<file path="src/logic/link_pkg.sv">
// shared constants, types and states of the single-wire eprom command layer
package link_pkg;

  // command codes as seen on the line
  localparam logic [7:0] CMD_MATCH = 8'h55;
  localparam logic [7:0] CMD_SEARCH = 8'hF0;
  localparam logic [7:0] CMD_SKIP = 8'hCC;
  localparam logic [7:0] CMD_READ_PAGE = 8'hC3;
  localparam logic [7:0] CMD_READ_FIELD = 8'hF0;
  localparam logic [7:0] CMD_WRITE = 8'h0F;
  localparam logic [7:0] CMD_PROGRAM = 8'h5A;

  // memory geometry
  localparam int FIELD_BYTES = 192;
  localparam int PAGE_BYTES = 32;
  localparam int BUF_BYTES = 8;
  localparam int ID_BITS = 64;
  localparam logic [7:0] FIELD_LAST = 8'hBF;
  localparam logic [4:0] PAGE_LAST = 5'h1F;
  localparam logic [7:0] MEM_ERASED = 8'hFF;

  // crc x^8 + x^5 + x^4 + 1, bit reflected for lsb-first shifting
  localparam logic [7:0] CRC_POLY = 8'h8C;
  localparam logic [7:0] CRC_INIT = 8'h00;

  // identity default; value is arbitrary
  localparam logic [63:0] DEFAULT_ID = 64'hA500_0000_1234_5601;

  // timing at the 125 MHz reference clock
  localparam int CLK_MHZ = 125;
  localparam int RESET_MIN_US = 480;
  localparam int RESET_CYCLES = RESET_MIN_US * CLK_MHZ;
  localparam int PROG_TIME_US = 2500;
  localparam int PROG_CYCLES = PROG_TIME_US * CLK_MHZ;

  // one finished time slot from the slot layer
  typedef struct packed {
    logic valid;
    logic bit_val;
  } slot_in_t;

  // bit to present in the next read slot
  typedef struct packed {
    logic drive;
    logic bit_val;
  } slot_out_t;

  typedef enum logic [1:0] {OP_PAGE, OP_FIELD, OP_WRITE} op_t;

  typedef enum logic [4:0] {
    ST_IDLE, ST_PRESENCE, ST_ROM_CMD, ST_MATCH, ST_SEARCH, ST_MEM_CMD, ST_ADDR,
    ST_ADDR_CRC, ST_RD_DATA, ST_RD_CRC, ST_RD_ONES, ST_WR_DATA, ST_WR_CRC,
    ST_WR_PROGCMD, ST_WR_PULSE, ST_WR_APPLY, ST_WR_VERIFY, ST_IGNORE
  } state_t;

endpackage

</file>
<file path="src/logic/one_wire_eprom_command_layer.sv">
// command layer of a single-wire one-time-programmable eprom slave

// Notes on behaviour
// reset pulse then presence before any command
// match command selects only on full identity
// search: send bit, complement, sample host
// search mismatch stops driving until reset
// host reads both-zero slots as collision
// host restarts search for further devices
// skip command selects, next byte is memory
// memory commands ignored unless selected
// bytes lsb first, address low byte first
// crc of command and address sent back
// host resets and retries on crc mismatch
// page read streams to page end, crc
// page read continues, 33 bytes per page
// field read streams to field end, crc
// ones after field crc; early reset no crc
// write command echoes crc of command, address
// eight data bytes buffered, their crc sent
// host sends program code and long pulse
// programming ands buffer into eight eprom bytes
// host write address aligned to eight
// reset ignored while programming pulse applied
// programmed bytes returned lsb first
// crc polynomial x8 + x5 + x4 + 1
// six pages of 32 bytes, 0000 to 00BF
// reset abandons command, deselects, drops buffer
// unprogrammed bits read as ones
module one_wire_eprom_command_layer import link_pkg::*; #(
  parameter logic [63:0] DEVICE_ID = DEFAULT_ID,
  parameter int RESET_CYCLES_P = RESET_CYCLES,
  parameter int PROG_CYCLES_P = PROG_CYCLES
) (
  // clock and reset
  input wire logic ref_clk,
  input wire logic rst_n,
  // line level and slot events from the slot layer
  input wire logic line_level,
  input wire slot_in_t slot,
  input wire logic presence_done,
  input wire logic vpp_on,
  // requests to the slot layer
  output logic presence_req,
  output slot_out_t tx,
  // status
  output logic selected
);

  localparam logic [31:0] RESET_LIM = 32'(RESET_CYCLES_P);
  localparam logic [31:0] PROG_LIM = 32'(PROG_CYCLES_P);

  // address lies inside the data field
  function automatic logic in_field(input logic [15:0] a);
    in_field = (a < 16'(FIELD_BYTES));
  endfunction

  // address is the last byte of its page
  function automatic logic page_end(input logic [15:0] a);
    page_end = (a[4:0] == PAGE_LAST);
  endfunction

  state_t state_reg;
  op_t op_reg;
  logic [6:0] cnt_reg;
  logic [7:0] shift_reg;
  logic [15:0] addr_reg;
  logic [31:0] low_cnt_reg;
  logic [31:0] prog_cnt_reg;
  logic [1:0] phase_reg;
  logic [7:0] mem_reg [FIELD_BYTES];
  slot_out_t tx_next;

  logic bus_reset;
  logic slot_go;
  logic rx_bit;
  logic [7:0] rx_byte;
  logic byte_end;
  logic id_bit;
  logic [7:0] rd_idx;
  logic [7:0] rd_byte;
  logic [7:0] wr_idx;
  logic rd_stop;
  logic crc_clr;
  logic crc_en;
  logic crc_bit;
  logic [7:0] crc_nx;
  logic fifo_in_valid;
  logic fifo_in_ready;
  logic fifo_out_valid;
  logic fifo_out_ready;
  logic [7:0] fifo_out_data;

  // long low on the line, ended by its rising edge, is a bus reset
  always_ff @(posedge ref_clk or negedge rst_n) begin
    if (!rst_n) begin
      low_cnt_reg <= '0;
    end else if (!line_level) begin
      if (low_cnt_reg < RESET_LIM) begin
        low_cnt_reg <= low_cnt_reg + 32'd1;
      end
    end else begin
      low_cnt_reg <= '0;
    end
  end

  // a reset during the programming pulse would corrupt the cells, so it is not honoured
  assign bus_reset = line_level && (low_cnt_reg >= RESET_LIM)
    && (state_reg != ST_WR_PULSE);

  // while the buffer cannot take a byte, slots of the data phase are held off
  assign slot_go = slot.valid && ((state_reg != ST_WR_DATA) || fifo_in_ready);
  assign rx_bit = slot.bit_val;
  assign rx_byte = {rx_bit, shift_reg[7:1]};
  assign byte_end = slot_go && (cnt_reg[2:0] == 3'd7);
  assign id_bit = DEVICE_ID[cnt_reg[5:0]];

  // verify walks the eight bytes just programmed
  assign wr_idx = {addr_reg[7:3], cnt_reg[2:0]};
  assign rd_idx = (state_reg == ST_WR_VERIFY) ? {addr_reg[7:3], cnt_reg[5:3]} : addr_reg[7:0];
  assign rd_byte = in_field({8'h00, rd_idx}) ? mem_reg[rd_idx] : MEM_ERASED;

  // page reads stop at the page end, both reads stop at the field end
  assign rd_stop = (op_reg == OP_PAGE && page_end(addr_reg))
    || (addr_reg[7:0] == FIELD_LAST);

  // crc restarts after the address crc byte and each read crc byte
  assign crc_clr = (state_reg == ST_PRESENCE)
    || (byte_end && (state_reg == ST_ADDR_CRC || state_reg == ST_RD_CRC));
  assign crc_en = slot_go && (state_reg == ST_MEM_CMD || state_reg == ST_ADDR
    || state_reg == ST_RD_DATA || state_reg == ST_WR_DATA);
  assign crc_bit = (state_reg == ST_RD_DATA) ? rd_byte[cnt_reg[2:0]] : rx_bit;

  crc8_serial u_crc (
    .ref_clk(ref_clk),
    .rst_n(rst_n),
    .clr(crc_clr),
    .shift_en(crc_en),
    .bit_in(crc_bit),
    .crc(),
    .crc_nx(crc_nx)
  );

  // write data waits here until the program pulse has ended
  assign fifo_in_valid = byte_end && (state_reg == ST_WR_DATA);
  assign fifo_out_ready = (state_reg == ST_WR_APPLY);

  byte_fifo #(
    .WIDTH(8),
    .DEPTH(BUF_BYTES)
  ) u_buf (
    .ref_clk(ref_clk),
    .rst_n(rst_n),
    .flush(bus_reset),
    .in_valid(fifo_in_valid),
    .in_ready(fifo_in_ready),
    .in_data(rx_byte),
    .out_valid(fifo_out_valid),
    .out_ready(fifo_out_ready),
    .out_data(fifo_out_data)
  );

  // command sequencing
  always_ff @(posedge ref_clk or negedge rst_n) begin
    if (!rst_n) begin
      state_reg <= ST_IDLE;
      op_reg <= OP_FIELD;
      phase_reg <= '0;
      cnt_reg <= '0;
      selected <= 1'b0;
    end else if (bus_reset) begin
      state_reg <= ST_PRESENCE;
      phase_reg <= '0;
      cnt_reg <= '0;
      selected <= 1'b0;
    end else begin
      case (state_reg)
        ST_IDLE: begin
          cnt_reg <= '0;
        end
        ST_PRESENCE: begin
          if (presence_done) begin
            state_reg <= ST_ROM_CMD;
          end
        end
        ST_ROM_CMD: begin
          if (slot_go) begin
            cnt_reg <= (cnt_reg[2:0] == 3'd7) ? 7'd0 : cnt_reg + 7'd1;
          end
          if (byte_end) begin
            case (rx_byte)
              CMD_MATCH: state_reg <= ST_MATCH;
              CMD_SEARCH: state_reg <= ST_SEARCH;
              CMD_SKIP: begin
                state_reg <= ST_MEM_CMD;
                selected <= 1'b1;
              end
              default: state_reg <= ST_IGNORE;
            endcase
          end
        end
        ST_MATCH: begin
          if (slot_go) begin
            cnt_reg <= cnt_reg + 7'd1;
            if (rx_bit != id_bit) begin
              state_reg <= ST_IGNORE;
            end else if (cnt_reg == 7'(ID_BITS - 1)) begin
              state_reg <= ST_MEM_CMD;
              selected <= 1'b1;
              cnt_reg <= '0;
            end
          end
        end
        ST_SEARCH: begin
          // each identity bit takes three slots: bit, complement, host bit
          if (slot_go && phase_reg != 2'd2) begin
            phase_reg <= phase_reg + 2'd1;
          end else if (slot_go) begin
            phase_reg <= 2'd0;
            if (rx_bit != id_bit) begin
              state_reg <= ST_IGNORE;
            end else if (cnt_reg[5:0] == 6'(ID_BITS - 1)) begin
              state_reg <= ST_MEM_CMD;
              selected <= 1'b1;
              cnt_reg <= '0;
            end else begin
              cnt_reg <= cnt_reg + 7'd1;
            end
          end
        end
        ST_MEM_CMD: begin
          if (slot_go) begin
            cnt_reg <= (cnt_reg[2:0] == 3'd7) ? 7'd0 : cnt_reg + 7'd1;
          end
          if (byte_end) begin
            state_reg <= ST_ADDR;
            case (rx_byte)
              CMD_READ_PAGE: op_reg <= OP_PAGE;
              CMD_READ_FIELD: op_reg <= OP_FIELD;
              CMD_WRITE: op_reg <= OP_WRITE;
              default: state_reg <= ST_IGNORE;
            endcase
            if (!selected) begin
              state_reg <= ST_IGNORE;
            end
          end
        end
        ST_ADDR: begin
          if (slot_go) begin
            cnt_reg <= cnt_reg + 7'd1;
            if (cnt_reg == 7'd15) begin
              state_reg <= ST_ADDR_CRC;
              cnt_reg <= '0;
            end
          end
        end
        ST_ADDR_CRC: begin
          if (slot_go) begin
            cnt_reg <= (cnt_reg[2:0] == 3'd7) ? 7'd0 : cnt_reg + 7'd1;
          end
          if (byte_end) begin
            if (op_reg == OP_WRITE) begin
              state_reg <= ST_WR_DATA;
            end else if (in_field(addr_reg)) begin
              state_reg <= ST_RD_DATA;
            end else begin
              state_reg <= ST_RD_ONES;
            end
          end
        end
        ST_RD_DATA: begin
          if (slot_go) begin
            cnt_reg <= (cnt_reg[2:0] == 3'd7) ? 7'd0 : cnt_reg + 7'd1;
          end
          if (byte_end && rd_stop) begin
            state_reg <= ST_RD_CRC;
          end
        end
        ST_RD_CRC: begin
          if (slot_go) begin
            cnt_reg <= (cnt_reg[2:0] == 3'd7) ? 7'd0 : cnt_reg + 7'd1;
          end
          if (byte_end) begin
            if (op_reg == OP_PAGE && in_field(addr_reg)) begin
              state_reg <= ST_RD_DATA;
            end else begin
              state_reg <= ST_RD_ONES;
            end
          end
        end
        ST_WR_DATA: begin
          if (slot_go) begin
            cnt_reg <= cnt_reg + 7'd1;
            if (cnt_reg == 7'(BUF_BYTES * 8 - 1)) begin
              state_reg <= ST_WR_CRC;
              cnt_reg <= '0;
            end
          end
        end
        ST_WR_CRC: begin
          if (slot_go) begin
            cnt_reg <= (cnt_reg[2:0] == 3'd7) ? 7'd0 : cnt_reg + 7'd1;
          end
          if (byte_end) begin
            state_reg <= ST_WR_PROGCMD;
          end
        end
        ST_WR_PROGCMD: begin
          if (slot_go) begin
            cnt_reg <= (cnt_reg[2:0] == 3'd7) ? 7'd0 : cnt_reg + 7'd1;
          end
          if (byte_end) begin
            state_reg <= (rx_byte == CMD_PROGRAM) ? ST_WR_PULSE : ST_IGNORE;
          end
        end
        ST_WR_PULSE: begin
          // a pulse shorter than the minimum leaves the cells untouched
          if (!vpp_on && prog_cnt_reg != '0) begin
            state_reg <= (prog_cnt_reg >= PROG_LIM) ? ST_WR_APPLY : ST_IGNORE;
            cnt_reg <= '0;
          end
        end
        ST_WR_APPLY: begin
          if (fifo_out_valid) begin
            cnt_reg <= cnt_reg + 7'd1;
            if (cnt_reg[2:0] == 3'd7) begin
              state_reg <= ST_WR_VERIFY;
              cnt_reg <= '0;
            end
          end
        end
        ST_WR_VERIFY: begin
          if (slot_go) begin
            cnt_reg <= cnt_reg + 7'd1;
            if (cnt_reg == 7'(BUF_BYTES * 8 - 1)) begin
              state_reg <= ST_RD_ONES;
            end
          end
        end
        ST_RD_ONES, ST_IGNORE: begin
          cnt_reg <= '0;
        end
        default: begin
          state_reg <= ST_IDLE;
        end
      endcase
    end
  end

  // receive shifting, crc capture and the address pointer
  always_ff @(posedge ref_clk or negedge rst_n) begin
    if (!rst_n) begin
      shift_reg <= '0;
      addr_reg <= '0;
    end else begin
      if (slot_go && state_reg == ST_ADDR) begin
        addr_reg <= {rx_bit, addr_reg[15:1]};
        if (cnt_reg == 7'd15) begin
          shift_reg <= crc_nx;
        end
      end else if (byte_end && state_reg == ST_RD_DATA) begin
        addr_reg <= addr_reg + 16'd1;
        if (rd_stop) begin
          shift_reg <= crc_nx;
        end
      end else if (slot_go && state_reg == ST_WR_DATA
          && cnt_reg == 7'(BUF_BYTES * 8 - 1)) begin
        shift_reg <= crc_nx;
      end else if (slot_go && (state_reg == ST_ROM_CMD || state_reg == ST_MEM_CMD
          || state_reg == ST_WR_DATA || state_reg == ST_WR_PROGCMD)) begin
        shift_reg <= rx_byte;
      end
    end
  end

  // program pulse length
  always_ff @(posedge ref_clk or negedge rst_n) begin
    if (!rst_n) begin
      prog_cnt_reg <= '0;
    end else if (state_reg != ST_WR_PULSE) begin
      prog_cnt_reg <= '0;
    end else if (vpp_on && prog_cnt_reg < PROG_LIM) begin
      prog_cnt_reg <= prog_cnt_reg + 32'd1;
    end
  end

  // eprom cells: erased to ones, programming only clears bits
  always_ff @(posedge ref_clk or negedge rst_n) begin
    if (!rst_n) begin
      for (int i = 0; i < FIELD_BYTES; i++) begin
        mem_reg[i] <= MEM_ERASED;
      end
    end else if (fifo_out_ready && fifo_out_valid && in_field({8'h00, wr_idx})) begin
      mem_reg[wr_idx] <= mem_reg[wr_idx] & fifo_out_data;
    end
  end

  // bit for the next read slot
  always_comb begin
    tx_next.drive = 1'b0;
    tx_next.bit_val = 1'b1;
    case (state_reg)
      ST_SEARCH: begin
        tx_next.drive = (phase_reg != 2'd2);
        tx_next.bit_val = id_bit ^ phase_reg[0];
      end
      ST_ADDR_CRC, ST_RD_CRC, ST_WR_CRC: begin
        tx_next.drive = 1'b1;
        tx_next.bit_val = shift_reg[cnt_reg[2:0]];
      end
      ST_RD_DATA, ST_WR_VERIFY: begin
        tx_next.drive = 1'b1;
        tx_next.bit_val = rd_byte[cnt_reg[2:0]];
      end
      ST_RD_ONES: begin
        tx_next.drive = 1'b1;
      end
      default: begin
        tx_next.drive = 1'b0;
      end
    endcase
  end

  // registered outputs
  always_ff @(posedge ref_clk or negedge rst_n) begin
    if (!rst_n) begin
      tx <= '{drive: 1'b0, bit_val: 1'b1};
      presence_req <= 1'b0;
    end else begin
      tx <= tx_next;
      presence_req <= bus_reset;
    end
  end

endmodule

</file>
<file path="src/logic/crc8_serial.sv">
// bit-serial crc generator, lsb first
module crc8_serial import link_pkg::*; (
  // clock and reset
  input wire logic ref_clk,
  input wire logic rst_n,
  // control
  input wire logic clr,
  input wire logic shift_en,
  input wire logic bit_in,
  // result now and after the pending bit
  output logic [7:0] crc,
  output logic [7:0] crc_nx
);

  // next value, so a caller can capture it in the same edge as the last bit
  always_comb begin
    crc_nx = {1'b0, crc[7:1]} ^ ((crc[0] ^ bit_in) ? CRC_POLY : 8'h00);
  end

  // clear wins over shift
  always_ff @(posedge ref_clk or negedge rst_n) begin
    if (!rst_n) begin
      crc <= CRC_INIT;
    end else if (clr) begin
      crc <= CRC_INIT;
    end else if (shift_en) begin
      crc <= crc_nx;
    end
  end

endmodule

</file>
<file path="src/logic/byte_fifo.sv">
// small synchronous fifo with flush
module byte_fifo #(
  parameter int WIDTH = 8,
  parameter int DEPTH = 8
) (
  // clock and reset
  input wire logic ref_clk,
  input wire logic rst_n,
  input wire logic flush,
  // fill side
  input wire logic in_valid,
  output logic in_ready,
  input wire logic [WIDTH-1:0] in_data,
  // drain side
  output logic out_valid,
  input wire logic out_ready,
  output logic [WIDTH-1:0] out_data
);

  localparam int AW = $clog2(DEPTH);

  logic [WIDTH-1:0] mem_reg [DEPTH];
  logic [AW-1:0] wr_ptr_reg;
  logic [AW-1:0] rd_ptr_reg;
  logic [AW:0] count_reg;
  logic push;
  logic pop;

  assign in_ready = (count_reg != (AW+1)'(DEPTH));
  assign out_valid = (count_reg != '0);
  assign out_data = mem_reg[rd_ptr_reg];
  assign push = in_valid && in_ready;
  assign pop = out_valid && out_ready;

  // storage, written only on a real push
  always_ff @(posedge ref_clk) begin
    if (push) begin
      mem_reg[wr_ptr_reg] <= in_data;
    end
  end

  // pointers wrap at depth, which need not be a power of two
  always_ff @(posedge ref_clk or negedge rst_n) begin
    if (!rst_n) begin
      wr_ptr_reg <= '0;
      rd_ptr_reg <= '0;
      count_reg <= '0;
    end else if (flush) begin
      wr_ptr_reg <= '0;
      rd_ptr_reg <= '0;
      count_reg <= '0;
    end else begin
      if (push) begin
        wr_ptr_reg <= (wr_ptr_reg == AW'(DEPTH - 1)) ? '0 : wr_ptr_reg + 1'b1;
      end
      if (pop) begin
        rd_ptr_reg <= (rd_ptr_reg == AW'(DEPTH - 1)) ? '0 : rd_ptr_reg + 1'b1;
      end
      if (push && !pop) begin
        count_reg <= count_reg + 1'b1;
      end else if (pop && !push) begin
        count_reg <= count_reg - 1'b1;
      end
    end
  end

endmodule

</file>
<file path="config.mk">
export PLATFORM = sky130hd
export DESIGN_NAME = one_wire_eprom_command_layer
export DESIGN_NICKNAME = d
export VERILOG_FILES = /design/src/logic/link_pkg.sv /design/src/logic/one_wire_eprom_command_layer.sv /design/src/logic/crc8_serial.sv /design/src/logic/byte_fifo.sv
export SDC_FILE = /design/constraint.sdc
export NUM_CORES = 2
export LEC_CHECK = 0
export BUFFER_PORTS_ARGS = -buffer_cell sky130_fd_sc_hd__buf_4
export CELL_PAD_IN_SITES_DETAIL_PLACEMENT = 2
export CELL_PAD_IN_SITES_GLOBAL_PLACEMENT = 2
export CORE_MARGIN = 2
export CORE_UTILIZATION = 30
export CTS_BUF_LIST = sky130_fd_sc_hd__clkbuf_8 sky130_fd_sc_hd__clkbuf_16
export CTS_CLUSTER_SIZE = 14
export DETAILED_ROUTE_END_ITERATION = 10
export PLACE_DENSITY = 0.55
export SLEW_MARGIN = 5
export SYNTH_ARGS = -nofsm -noshare
export SYNTH_HDL_FRONTEND = slang
export SYNTH_SLANG_ARGS = --single-unit
</file>
<file path="constraint.sdc">
create_clock -name ref_clk -period 5.41 [get_ports ref_clk]
set_input_delay 0.541 -clock ref_clk [delete_from_list [all_inputs] [get_ports ref_clk]]
set_output_delay 0.541 -clock ref_clk [all_outputs]
set_load 0.01 [all_outputs]
</file>
==> run summary <==
The clock net in this run drives a total of 1726 sinks. The worst hold path belongs to the class in2reg. For this run, the top clock speed supported by timing is 183 MHz. STA puts the critical path data required time at 6.21 ns. The run gives 158 as the pin count of the biggest net entering global routing. The first global-routing pass estimated 672000 um of wire. For the final worst setup slack, the log shows -0.0624 ns.

The number of buffers added on ports is 10. The initial core utilization is 0.301, and the floorplan die width is 569 um. The type of the setup path with the least slack was reg2reg. For the via count of the first global-routing pass, the log shows 80.1k. The overall routing resource usage is 0.291.

TritonCTS built the clock tree. The area overhead of the layout relative to synthesis was 18.1%. The run gives 0.143 as the tightest slew margin relative to the limit. In this run the worst setup path terminates at u_crc.crc[2]$_DFFE_PN0P_. The fraction of final layout cells with drive strength greater than 1 is 0.547.

Counting I/O delays and the setup requirement, the final critical path takes 5.47 ns. For the final routed database, the setup TNS stands at -0.0807 ns. The clock tree synthesis step divided the H-tree into 4 levels. The worst endpoint data arrival time came out at 6.27 ns.

STA classifies the critical path startpoint as a flip-flop. The critical path starts at state_reg[0]$_DFFE_PN0P_. During I/O placement, the number of pins put on the boundary was 11. Counting every instance in the synthesized netlist gives 7961. The number of nets produced by synthesis came out at 7987. Synthesis instantiated 96 different standard cells from the library.

The logs give 2 for the count of final setup violators and 0 for the total count of max-transition violations in the final report. The startpoint identified for the worst register-to-register timing path is state_reg[0]$_DFFE_PN0P_. The clock passes through at most 4 buffers. After clock tree synthesis, the clock-pin slew on the worst setup and hold paths is 0.06 ns. The number of synthesized register bits is 1726, and the total number of vias is 75.2k.

The run finished, with violations left. The transition at the pin with the smallest max-transition slack is 1.25 ns. For the worst-skew pair, the clock arrives at the later sink with an insertion delay of 0.96 ns. The region available for standard cell placement spans 0.318 mm2.

The number of antenna violations at the first check in global routing was 39. In the routed design, unresolved DRC markers number 0. In this run the static leakage power is 43.1 nW. The routed wirelength normalized by instance count works out to 38.0 um. The tools report the largest voltage drop on the vdd net as 0.336 mV. Summed over all nets, the half-perimeter wirelength after detailed placement is 332000 um.

The mean post-synth cell area is 12.0 um2, and the total congestion overflow is 0. The row count was 207; the number of warnings printed during yosys synthesis was 0. The sequential cell area fraction in the yosys report is 0.474, and the post-layout instance area is 0.113 mm2. Primary flip-flop cell chosen by synthesis mapping: sky130_fd_sc_hd__dfstp_2.

From bottom edge to top edge, the die measures 569 um. For the utilization after layout, the log shows 0.356. For the worst clock skew on the final layout, the log shows 0.0834 ns.

The worst register-to-register path ends at u_crc.crc[2]$_DFFE_PN0P_. The final cycle utilization of the critical path is 1.01. The run gives 0 as the residual antenna-violating net count after detailed routing.

CTS placed an instance of sky130_fd_sc_hd__clkbuf_16 at the clock tree root. The setup check on the worst reg-to-reg path leaves a slack of -0.06 ns. After detailed placement, the total cell area comes to 0.105 mm2. Counting the buffers created by CTS gives 216. After detailed routing, the number of vias per cell comes to 5.99. The final reports fail on negative setup slack.

The pre-antenna-repair detailed-routing pass consisted of 5 iterations. The biggest fanout along the worst timing path is 50, and the fraction of synthesis flops using an asynchronous set or reset pin is 0.963. The weighted congestion reported at the end of routability-driven placement came out at 0.920.

The number of flops mapped to enable cells by yosys works out to 64. Dividing total power by cell area gives a power density of 349 mW/mm2. The tools report the capturing element type of the critical path as a flip-flop.

Summing every instance area after synthesis gives 0.0958 mm2. The flip-flop count of the largest register, all copies and words added is 1536, and the wire length after detailed routing is 477000 um. The number of max-capacitance violations reported was 0. The tools report the violation count after the first detailed-route iteration as 6435. The number of cells on the worst reg-to-reg path is 17.

The final hold violation count is 0. In the final design database the tool counted 8214 nets. The die covers 0.324 mm2.
==> synthesized netlist by cell type, types with 51 or more instances <==
| cell type | count | share of area |
|---|---|---|
| sky130_fd_sc_hd__a211oi_1 | 84 | 0.0066 |
| sky130_fd_sc_hd__a21oi_1 | 240 | 0.013 |
| sky130_fd_sc_hd__a31oi_1 | 107 | 0.0070 |
| sky130_fd_sc_hd__and3_1 | 120 | 0.0078 |
| sky130_fd_sc_hd__buf_1 | 95 | 0.0037 |
| sky130_fd_sc_hd__buf_2 | 172 | 0.0090 |
| sky130_fd_sc_hd__clkbuf_1 | 379 | 0.015 |
| sky130_fd_sc_hd__dfrtp_1 | 124 | 0.032 |
| sky130_fd_sc_hd__dfstp_2 | 1538 | 0.42 |
| sky130_fd_sc_hd__edfxtp_1 | 64 | 0.020 |
| sky130_fd_sc_hd__mux2_2 | 1370 | 0.16 |
| sky130_fd_sc_hd__mux2i_1 | 147 | 0.015 |
| sky130_fd_sc_hd__mux4_2 | 519 | 0.12 |
| sky130_fd_sc_hd__nand2_1 | 1403 | 0.055 |
| sky130_fd_sc_hd__nand3_1 | 222 | 0.012 |
| sky130_fd_sc_hd__nor2_1 | 195 | 0.0076 |
| sky130_fd_sc_hd__nor3_1 | 51 | 0.0027 |
| sky130_fd_sc_hd__o21ai_0 | 142 | 0.0074 |
| sky130_fd_sc_hd__o22ai_1 | 51 | 0.0033 |
| sky130_fd_sc_hd__o31ai_1 | 204 | 0.016 |
==> final cells by class <==
type	instances	area (um2)
flip-flops and latches	1726	45400
fillers	32400	205000
inverters	29	116
well taps	4180	5230
clock inverters	121	1390
multi-input cells	5539	48000
diodes	13	32.5
repair buffers	676	6710
clock buffers	273	6230
==> placed cells by master, fill, tap and decap left out, drive strengths merged, types with 17 or more instances in the layout <==
cell,n
buf,674
nor4,33
dfrtp,124
a32oi,43
o22ai,51
or3,17
edfxtp,64
xor2,25
inv,68
and2,31
a211oi,84
clkbuf,273
a22oi,41
mux2,1373
a2111oi,32
nand4,44
ha,18
bufinv,29
nand2,1405
mux2i,147
nor2,197
a311oi,46
o21ai,154
nand3,223
o211ai,31
and3,120
dfstp,1538
nor3,51
nor2b,30
a21oi,242
o221ai,28
clkinv,49
mux4,519
o31ai,204
a31oi,107
==> cell families after synthesis <==
family,after synthesis,synth area share
buf+inv,696,0.0309
fa+ha+maj,19,0.00256
compound gates,1236,0.0898
flops,1726,0.474
mux,2039,0.299
xor+xnor,36,0.00329
simple gates,2209,0.100
==> critical path, stage by stage (launching register included) <==
cell,delay (ns)
sky130_fd_sc_hd__dfrtp_1,0.46
sky130_fd_sc_hd__or4_4,0.66
sky130_fd_sc_hd__o21ai_4,0.27
sky130_fd_sc_hd__nand2_8,0.21
sky130_fd_sc_hd__buf_12,0.25
sky130_fd_sc_hd__nand2_1,0.45
sky130_fd_sc_hd__buf_4,0.26
sky130_fd_sc_hd__o2111ai_1,0.11
sky130_fd_sc_hd__o21ai_0,0.76
sky130_fd_sc_hd__nor3_2,0.16
sky130_fd_sc_hd__buf_4,0.19
sky130_fd_sc_hd__a31oi_1,0.19
sky130_fd_sc_hd__o311a_1,0.34
sky130_fd_sc_hd__o21a_1,0.24
sky130_fd_sc_hd__buf_12,0.15
sky130_fd_sc_hd__o211ai_4,0.12
sky130_fd_sc_hd__xor2_1,0.20
sky130_fd_sc_hd__a22o_1,0.24
==> worst min path at each step <==
stage                                      start                            to  cells after the start
floorplan                                  rst_n       addr_reg[0]$_DFFE_PN0P_                      0
global placement       mem_reg[1089]$_DFFE_PN1P_     mem_reg[1089]$_DFFE_PN1P_                      2
detailed placement  prog_cnt_reg[20]$_DFFE_PN0P_  prog_cnt_reg[20]$_DFFE_PN0P_                      1
CTS                                   line_level    low_cnt_reg[9]$_DFFE_PN0P_                      2
global route                          line_level    low_cnt_reg[6]$_DFFE_PN0P_                      2
finish                                line_level    low_cnt_reg[7]$_DFFE_PN0P_                      2
==> report_power, final <==
group,switching [W],internal [W],total (W)
Combinational,0.00684,0.00334,0.0102
Sequential,0.000300,0.0132,0.0135
Clock,0.00637,0.00947,0.0158
Total,0.0135,0.0260,0.0395
==> metrics by stage <==
stage                     power (W)  worst slack, ns  hold slack, ns  cells
after global placement       0.0235           -0.436           0.466  12100
after CTS                    0.0397          0.00570         0.00317  12500
after global routing         0.0407          -0.0137          0.0532  12500
final                        0.0395          -0.0624          0.0479  12600
after floorplan              0.0186             1.19           0.245   7961
after detailed placement     0.0236           -0.507           0.472  12100
==> repair_timing <==
action | in CTS | in global routing
endpoints found under the hold margin | 10 | 0
pin swaps | 4 | 12
hold buffers | 2 | 0
setup buffers | 5 | 8
endpoints found under the setup margin | 7 | 6
gates resized for setup | 8 | 34
cloned | 0 | 0
==> per-layer routing <==
| metal | vias to the layer above | GRT usage | wire, um |
|---|---|---|---|
| met1 | 41400 | 0.391 | 204000 |
| li1 | 30400 | - | - |
| met4 | 18 | 0.141 | 26900 |
| met3 | 854 | 0.0464 | 29000 |
| met5 | - | 0 | 133 |
| met2 | 2564 | 0.458 | 218000 |
(Power assumes the default switching activity.)
